===== src/inc/dual_serial_host_port_regs.svh =====
// Constants of the dual SPI / I2C host serial port.
`ifndef DUAL_SERIAL_HOST_PORT_REGS_SVH
`define DUAL_SERIAL_HOST_PORT_REGS_SVH

// SPI frame: one direction bit, seven address bits, eight data bits.
`define SPI_FRAME_BITS    5'h10
`define SPI_ADDR_LAST     5'h07
`define SPI_DATA_LAST     5'h0F
`define SPI_DATA_FIRST    5'h08

// I2C byte length and slave address upper five bits.
`define I2C_BYTE_LAST     4'h7
`define I2C_BYTE_BITS     4'h8
`define I2C_ADDR_BASE     5'h15

// Address select encodings for tied to SCL and tied to SDA.
`define ASEL_SCL          2'h2
`define ASEL_SDA          2'h3

// Value returned when a read addresses the pattern memory.
`define RAM_READ_VALUE    8'h00

`endif


===== src/inc/dual_serial_host_port_pkg.sv =====
// Types of the dual SPI / I2C host serial port.
`default_nettype none

package dual_serial_host_port_pkg;

   typedef enum logic [2:0] {
      I_IDLE,
      I_RX,
      I_ACKSET,
      I_ACKHOLD,
      I_TX,
      I_MACK,
      I_MLOAD
   } i2c_state_t;

   typedef struct packed {
      logic       we;
      logic [7:0] addr;
      logic [7:0] wdata;
   } reg_req_t;

   typedef struct packed {
      logic [2:0]  scl_p;
      logic [2:0]  sda_p;
      logic [2:0]  ce_p;
      logic [1:0]  sel_p;
      logic [15:0] spi_sh;
      logic [4:0]  spi_cnt;
      logic        spi_rd;
      logic [7:0]  tx;
      i2c_state_t  ist;
      logic [3:0]  bitc;
      logic [1:0]  phase;
      logic        rw;
      logic [7:0]  sh;
      logic        mism_scl;
      logic        mism_sda;
      logic        sda_oe_n;
      logic        serial_data_out;
      logic        busy;
      reg_req_t    req;
   } port_state_t;

endpackage

`default_nettype wire


===== src/dual_serial_host_port.sv =====
// Host serial port: pin-selected SPI slave or I2C slave onto the control registers.
`timescale 1ns/1ps
`default_nettype none
`include "dual_serial_host_port_regs.svh"

module dual_serial_host_port
   import dual_serial_host_port_pkg::*;
(
   input  wire logic       I_CLK,        // Core clock, 100 MHz.
   input  wire logic       I_RESETN,     // Synchronous reset, active low.
   input  wire logic       I_IF_SEL,     // Interface select pin, high is SPI.
   input  wire logic       I_CE_ASEL,    // Chip enable or address select pin.
   input  wire logic       I_SCL,        // Serial clock pin.
   input  wire logic       I_SDA,        // Serial data pin level.
   input  wire logic       I_AUTO_INC,   // Sub-address auto-increment setting.
   input  wire logic [7:0] I_REG_RDATA,  // Register contents at O_REG.addr.
   input  wire logic       I_REG_IS_RAM, // O_REG.addr selects pattern memory.
   output logic            O_SDA_O,      // SDA drive level, always low.
   output logic            O_SDA_OE_N,   // SDA pulled low while this is low.
   output logic            O_SDO,        // Serial data out.
   output logic            O_BUSY,       // I2C bus busy.
   output var reg_req_t    O_REG         // Register write strobe and address.
);

   port_state_t r_reg;
   port_state_t r_next;
   logic        scl;
   logic        sda;
   logic        ce;
   logic        scl_rise;
   logic        scl_fall;
   logic        i2c_start;
   logic        i2c_stop;
   logic [6:0]  own_addr;
   logic [7:0]  rd_value;

   // Only the second synchroniser stage and the delayed copy feed logic.
   assign scl       = r_reg.scl_p[1];
   assign sda       = r_reg.sda_p[1];
   assign ce        = r_reg.ce_p[1];
   assign scl_rise  = scl & ~r_reg.scl_p[2];
   assign scl_fall  = ~scl & r_reg.scl_p[2];
   assign i2c_start = scl & r_reg.scl_p[2] & ~sda & r_reg.sda_p[2];
   assign i2c_stop  = scl & r_reg.scl_p[2] & sda & ~r_reg.sda_p[2];

   // A pin that never disagreed with SCL or SDA since the last STOP is tied to it.
   assign own_addr = {`I2C_ADDR_BASE,
                      !r_reg.mism_scl ? `ASEL_SCL :
                      !r_reg.mism_sda ? `ASEL_SDA : {1'b0, ce}};

   // Pattern memory is masked so that reads only reveal control registers.
   assign rd_value = I_REG_IS_RAM ? `RAM_READ_VALUE : I_REG_RDATA;

   always_comb begin
      r_next          = r_reg;
      r_next.scl_p    = {r_reg.scl_p[1:0], I_SCL};
      r_next.sda_p    = {r_reg.sda_p[1:0], I_SDA};
      r_next.ce_p     = {r_reg.ce_p[1:0], I_CE_ASEL};
      r_next.sel_p    = {r_reg.sel_p[0], I_IF_SEL};
      r_next.req.we   = 1'b0;
      if (r_reg.sel_p[1]) begin
         // SPI slave. SDA is only an input here.
         r_next.sda_oe_n = 1'b1;
         r_next.busy     = 1'b0;
         r_next.ist      = I_IDLE;
         if (!ce) begin
            r_next.spi_cnt = 5'h00;
            r_next.serial_data_out     = 1'b0;
         end else if (scl_rise && r_reg.spi_cnt != `SPI_FRAME_BITS) begin
            r_next.spi_sh  = {r_reg.spi_sh[14:0], sda};
            r_next.spi_cnt = r_reg.spi_cnt + 5'h01;
            if (r_reg.spi_cnt == 5'h00) begin
               r_next.spi_rd = sda;
            end
            if (r_reg.spi_cnt == `SPI_ADDR_LAST) begin
               // The direction bit is dropped; the top bit of the address byte is zero.
               r_next.req.addr = {1'b0, r_reg.spi_sh[5:0], sda};
            end
            if (r_reg.spi_cnt == `SPI_DATA_LAST && !r_reg.spi_rd) begin
               r_next.req.we    = 1'b1;
               r_next.req.wdata = {r_reg.spi_sh[6:0], sda};
            end
         end else if (scl_fall && r_reg.spi_rd) begin
            if (r_reg.spi_cnt == `SPI_DATA_FIRST) begin
               r_next.serial_data_out = rd_value[7];
               r_next.tx  = {rd_value[6:0], 1'b0};
            end else if (r_reg.spi_cnt > `SPI_DATA_FIRST &&
                         r_reg.spi_cnt < `SPI_FRAME_BITS) begin
               r_next.serial_data_out = r_reg.tx[7];
               r_next.tx  = {r_reg.tx[6:0], 1'b0};
            end else begin
               r_next.serial_data_out = 1'b0;
            end
         end
      end else begin
         // I2C slave. SCL is never driven, SDA only pulled low.
         r_next.serial_data_out     = 1'b0;
         r_next.spi_cnt = 5'h00;
         r_next.spi_rd  = 1'b0;
         if (ce != scl) begin
            r_next.mism_scl = 1'b1;
         end
         if (ce != sda) begin
            r_next.mism_sda = 1'b1;
         end
         if (i2c_start) begin
            r_next.busy     = 1'b1;
            r_next.ist      = I_RX;
            r_next.bitc     = 4'h0;
            r_next.phase    = 2'h0;
            r_next.sda_oe_n = 1'b1;
         end else if (i2c_stop) begin
            r_next.busy     = 1'b0;
            r_next.ist      = I_IDLE;
            r_next.sda_oe_n = 1'b1;
            r_next.mism_scl = 1'b0;
            r_next.mism_sda = 1'b0;
         end else begin
            case (r_reg.ist)
               I_RX: begin
                  if (scl_rise) begin
                     r_next.sh   = {r_reg.sh[6:0], sda};
                     r_next.bitc = r_reg.bitc + 4'h1;
                     if (r_reg.bitc == `I2C_BYTE_LAST) begin
                        r_next.ist = I_ACKSET;
                     end
                  end
               end
               I_ACKSET: begin
                  if (scl_fall) begin
                     r_next.sda_oe_n = 1'b0;
                     r_next.ist      = I_ACKHOLD;
                     if (r_reg.phase == 2'h0) begin
                        if (r_reg.sh[7:1] == own_addr) begin
                           r_next.rw    = r_reg.sh[0];
                           r_next.phase = 2'h1;
                        end else begin
                           r_next.sda_oe_n = 1'b1;
                           r_next.ist      = I_IDLE;
                        end
                     end else if (r_reg.phase == 2'h1) begin
                        r_next.req.addr = r_reg.sh;
                        r_next.phase    = 2'h2;
                     end else begin
                        r_next.req.we    = 1'b1;
                        r_next.req.wdata = r_reg.sh;
                        r_next.phase     = 2'h3;
                     end
                  end
               end
               I_ACKHOLD: begin
                  if (scl_fall) begin
                     r_next.bitc     = 4'h0;
                     r_next.sda_oe_n = 1'b1;
                     r_next.ist      = I_RX;
                     if (r_reg.phase == 2'h3 && I_AUTO_INC) begin
                        r_next.req.addr = r_reg.req.addr + 8'h01;
                     end
                     if (r_reg.rw) begin
                        // Read from the held sub-address of the last write.
                        r_next.sda_oe_n = rd_value[7];
                        r_next.tx       = {rd_value[6:0], 1'b0};
                        r_next.ist      = I_TX;
                     end
                  end
               end
               I_TX: begin
                  if (scl_rise) begin
                     r_next.bitc = r_reg.bitc + 4'h1;
                  end else if (scl_fall) begin
                     if (r_reg.bitc == `I2C_BYTE_BITS) begin
                        r_next.sda_oe_n = 1'b1;
                        r_next.ist      = I_MACK;
                     end else begin
                        r_next.sda_oe_n = r_reg.tx[7];
                        r_next.tx       = {r_reg.tx[6:0], 1'b0};
                     end
                  end
               end
               I_MACK: begin
                  if (scl_rise) begin
                     if (sda) begin
                        // Master refused the byte: stay off the bus.
                        r_next.ist = I_IDLE;
                     end else begin
                        r_next.ist = I_MLOAD;
                        if (I_AUTO_INC) begin
                           r_next.req.addr = r_reg.req.addr + 8'h01;
                        end
                     end
                  end
               end
               I_MLOAD: begin
                  // Loading at the falling edge gives the register file the
                  // whole SCL high time to settle after an address step.
                  if (scl_fall) begin
                     r_next.sda_oe_n = rd_value[7];
                     r_next.tx       = {rd_value[6:0], 1'b0};
                     r_next.bitc     = 4'h0;
                     r_next.ist      = I_TX;
                  end
               end
               default: begin
                  r_next.ist = I_IDLE;
               end
            endcase
         end
      end
      if (!I_RESETN) begin
         r_next          = '0;
         r_next.ist      = I_IDLE;
         r_next.sda_oe_n = 1'b1;
         // Seeding the pin history at the idle I2C level keeps reset release from
         // showing a false SCL edge; in SPI a seen fall is harmless while CE is low.
         r_next.scl_p    = 3'h7;
         r_next.sda_p    = 3'h7;
      end
   end

   always_ff @(posedge I_CLK) begin
      r_reg <= r_next;
   end

   assign O_SDA_O    = 1'b0;
   assign O_SDA_OE_N = r_reg.sda_oe_n;
   assign O_SDO      = r_reg.serial_data_out;
   assign O_BUSY     = r_reg.busy;
   assign O_REG      = r_reg.req;
endmodule

`default_nettype wire


===== config.mk =====
export PLATFORM = sky130hd
export DESIGN_NAME = dual_serial_host_port
export DESIGN_NICKNAME = d
export VERILOG_FILES = /design/src/inc/dual_serial_host_port_pkg.sv /design/src/dual_serial_host_port.sv
export VERILOG_INCLUDE_DIRS = /design/src /design/src/inc
export SDC_FILE = /design/constraint.sdc
export NUM_CORES = 1
export LEC_CHECK = 0
export BUFFER_PORTS_ARGS = -buffer_cell sky130_fd_sc_hd__buf_2
export CAP_MARGIN = 15
export CORE_UTILIZATION = 25
export DETAILED_ROUTE_END_ITERATION = 8
export SLEW_MARGIN = 20
export SYNTH_ARGS = -nofsm -noshare
export SYNTH_HDL_FRONTEND = slang
export SYNTH_SLANG_ARGS = --single-unit

===== constraint.sdc =====
create_clock -name I_CLK -period 1.8 [get_ports I_CLK]
set_input_delay 0.36 -clock I_CLK [delete_from_list [all_inputs] [get_ports I_CLK]]
set_output_delay 0.36 -clock I_CLK [all_outputs]
set_load 0.01 [all_outputs]

==> impl_results.md <==
- Routability cong.: around 0.9
- Share of cells above drive strength 1: 27.9%
- CTS tree: built
- Sequential-to-total area share from yosys stat: approximately a third
- Detailed Place HPWL: around 7.9 mm
- Dpl cells: between 700 and 800
- Post-DP Area: about 0.0046 mm2
- Synth Cell Area: 0.00399 mm2
- DR iter-0 viols: roughly 300
- Pre-Repair DR Iteration Count: 7
- Crit start category: flop
- H-tree levels: 3
- Period utilization: 101%
- Root buf cell: clkbuf_16
- Fillers: roughly 1.6k
- Post-route DRC violation count: 0
- DRT Wirelength: between 10 and 15 mm
- #FFs+latches synth: 70
- I/O pin cnt: 37
- Ys async rst share: 0%
- Final Cell Area: 0.00509 mm2
- Setup violators final: 1
- Worst Path Arrival: roughly 2.1 ns
- Syn. warnings: 0
- Unrepaired setup endpoints after global routing: yes
- Initial antenna violation count: 0
- FMAX: 552 MHz
- Synth area leaders: dfxtp_1 35%, mux2i_1 6.8%, nand2_1 4.4%, buf_4 3.8%, a21oi_1 3.4%
- Synthesized Nets: roughly 500
- Mapped Cells: 481
- Final Hold Vio Count: 0
- Yosys top cell area share: a little over a third
- Total Neg Setup Slack: -0.0101 ns
- Relative slew slack: 48.8%
- Max FFs per register: between 40 and 50
- Total of max-cap violations: 0
- Core ar.: around 0.015 mm2
- Syn_area_per_cell: 8.29 um2
- ANT cells: 0
- Drt wl/cell: 14.5 um
- Worst Path Max Fanout: 8
- Final ANT Viol Nets: 0
- Max-slew violations: 0
- Primary FF master, synth: dfxtp_1
- Post-synthesis cell type count: between 60 and 70
- Die height: between 100 and 150 um
- IO buf count: 35
- Starting Density: 25.9%
- Vias in the first global route: ~3.6k
- Clk Latency, worst-skew pair: about 0.34 ns
- Pre-CTS setup slack: -0.0547 ns
- Largest net degree at the start of global routing: 25
- Final #Nets: 561
- Die W: approximately 130 um
- Die ar.: 0.0165 mm2
- P&R area growth vs syn: 27.7%
- Vias: between 3k and 4k
- Leakage: between 0.0015 and 0.002 uW
- CP Data Required Time: just over 2 ns
- Clock Skews: between 0.006 and 0.007 ns
- Worst hold path type: in -> reg
- Yosys top cell by area: dfxtp_1
- Number of cell rows: 45
- Clk slew on worst S/H paths: roughly 0.06 ns
- Critical path class: reg -> reg
- Worst-Margin Slew: 0.768 ns
- Finished Layout Cells: about 760
- CTS Sinks: 70
- Tmin final: between 1.5 and 2 ns
- Global Route Usage Sum: between 10% and 20%
- Fin util: 33.1%
- Max Root-Sink Buffers: 2
- Total CTS buffers: 9
- Setup crit end kind: flop
- PwrDens: between 600 and 700 mW/mm2
- Final setup margin: -0.0101 ns
- Worst vdd ir: approximately 320 uV
- Status: complete, but fails checks
- Overflow after GRT: 0
- Failing checks: setup timing
- First-pass GRT wire length: 17.3 mm
- Vias per std cell: between 4 and 5
- Post-synth EDFFs: 0
## metal layers
layer | global-route usage [%] | up-vias | wire length [um]
met1 | 16.4 | 1785 | 5000
met4 | 6.78 | 0 | 263
met2 | 21.7 | 113 | 5270
li1 | - | 1817 | -
met5 | 0 | - | 0
met3 | 2.63 | 25 | 433
## per-stage QoR
step	hold WS [ns]	total power (uW)
6_report	0.199	3510
4_1_cts	0.194	3520
3_5_place_dp	0.392	1810
2_1_floorplan	0.386	1730
5_1_grt	0.199	3630
3_3_place_gp	0.390	1800
## cell type report
class / instances / area (um2) / area share, %
inverter: 21 / 78.8 / 1.55
clock inverter: 7 / 62.6 / 1.23
sequential: 70 / 1410 / 27.7
timing repair buffer: 92 / 667 / 13.1
clock buffer: 9 / 225 / 4.42
tap: 211 / 264 / 5.18
multi-input combinational: 345 / 2390 / 46.9
## critical path: stages (launching register included)
cell and delay, ns:
dfxtp_2 0.34, or3b_4 0.41, nor3_4 0.19, a32o_2 0.32, clkbuf_16 0.19, nor2_1 0.04
a311oi_1 0.22
## cells in the final DEF (no fill, tap or decap), types with 3 or more instances in the layout
cell	synthesis	final
a21oi_1	27	26
xor2_1	10	9
inv_1	21	20
buf_2	7	35
dfxtp_2	0	6
a22o_1	3	3
nand4b_1	5	5
o2111ai_1	4	4
a211o_1	3	3
nand3b_1	5	5
clkbuf_16	0	11
nor3b_1	5	3
nor2b_1	9	6
nand4_1	10	10
mux2i_1	27	27
o21ai_0	25	23
nand2b_1	17	17
o211a_1	6	6
buf_4	20	52
a311oi_1	7	4
nand2_1	47	47
a311oi_2	0	3
nand3_1	21	20
inv_6	0	4
a32o_1	4	3
dfxtp_1	70	64
ha_1	6	4
nor2_4	0	4
nor3_1	4	4
xnor2_1	4	4
o211ai_1	9	9
a21boi_0	5	5
nor2_2	3	4
and2_1	10	9
nor2_1	33	28
## cell usage after synthesis (all sizes together), types with 5 or more instances
master and count:
xor2 10, nand4b 5, nand3 21, a21boi 5, clkbuf 16, nor2 36, nand4 10, ha 6
nor2b 9, o211ai 9, nand2b 17, o21ai 27, nand3b 5, a311oi 7, mux2i 27, nor3b 5
inv 21, o211a 7, nor3 5, a21oi 27, nand2 47, buf 29, and2 10, dfxtp 70
## power by group
| part | switching, uW | internal, uW |
|---|---|---|
| Combinational | 124 | 83.7 |
| Clock | 755 | 963 |
| Sequential | 12.2 | 1570 |
## cells by family (layout without fill, tap and decap cells)
kind of cell | count (synthesis) | after routing | share of synthesized area (%)
XOR/XNOR | 14 | 14 | 3.07
multiplexers | 27 | 27 | 6.78
other | 1 | 1 | 0.0940
adder cells (fa/ha/maj) | 6 | 6 | 1.88
AO/OA/AOI/OAI | 115 | 115 | 20.3
AND/OR/NAND/NOR | 182 | 182 | 24.2
buffers and inverters | 66 | 129 | 8.50
flip-flops | 70 | 70 | 35.1
## what timing repair did
action	in CTS	in global routing
setup endpoints to repair	19	44
pin swaps	1	11
gates cloned	0	2
hold buffers	0	0
gates resized for setup	5	38
buffers inserted	0	5
## final timing paths
check | to | startpoint | slack, ns | cells after the start
worst max-delay path | O_REG[5]$_SDFFE_PN0P_ | r_reg[38]$_SDFFE_PP0P_ | -0.01 | 6
worst min-delay path | r_reg[78]$_SDFF_PN1_ | I_SCL | 0.20 | 2
worst min register to register | r_reg[76]$_SDFF_PN1_ | r_reg[75]$_SDFF_PN1_ | 0.41 | 1
worst max register to register | O_REG[5]$_SDFFE_PN0P_ | r_reg[38]$_SDFFE_PP0P_ | -0.01 | 6
No activity file was read; power rests on OpenSTA's default activity.
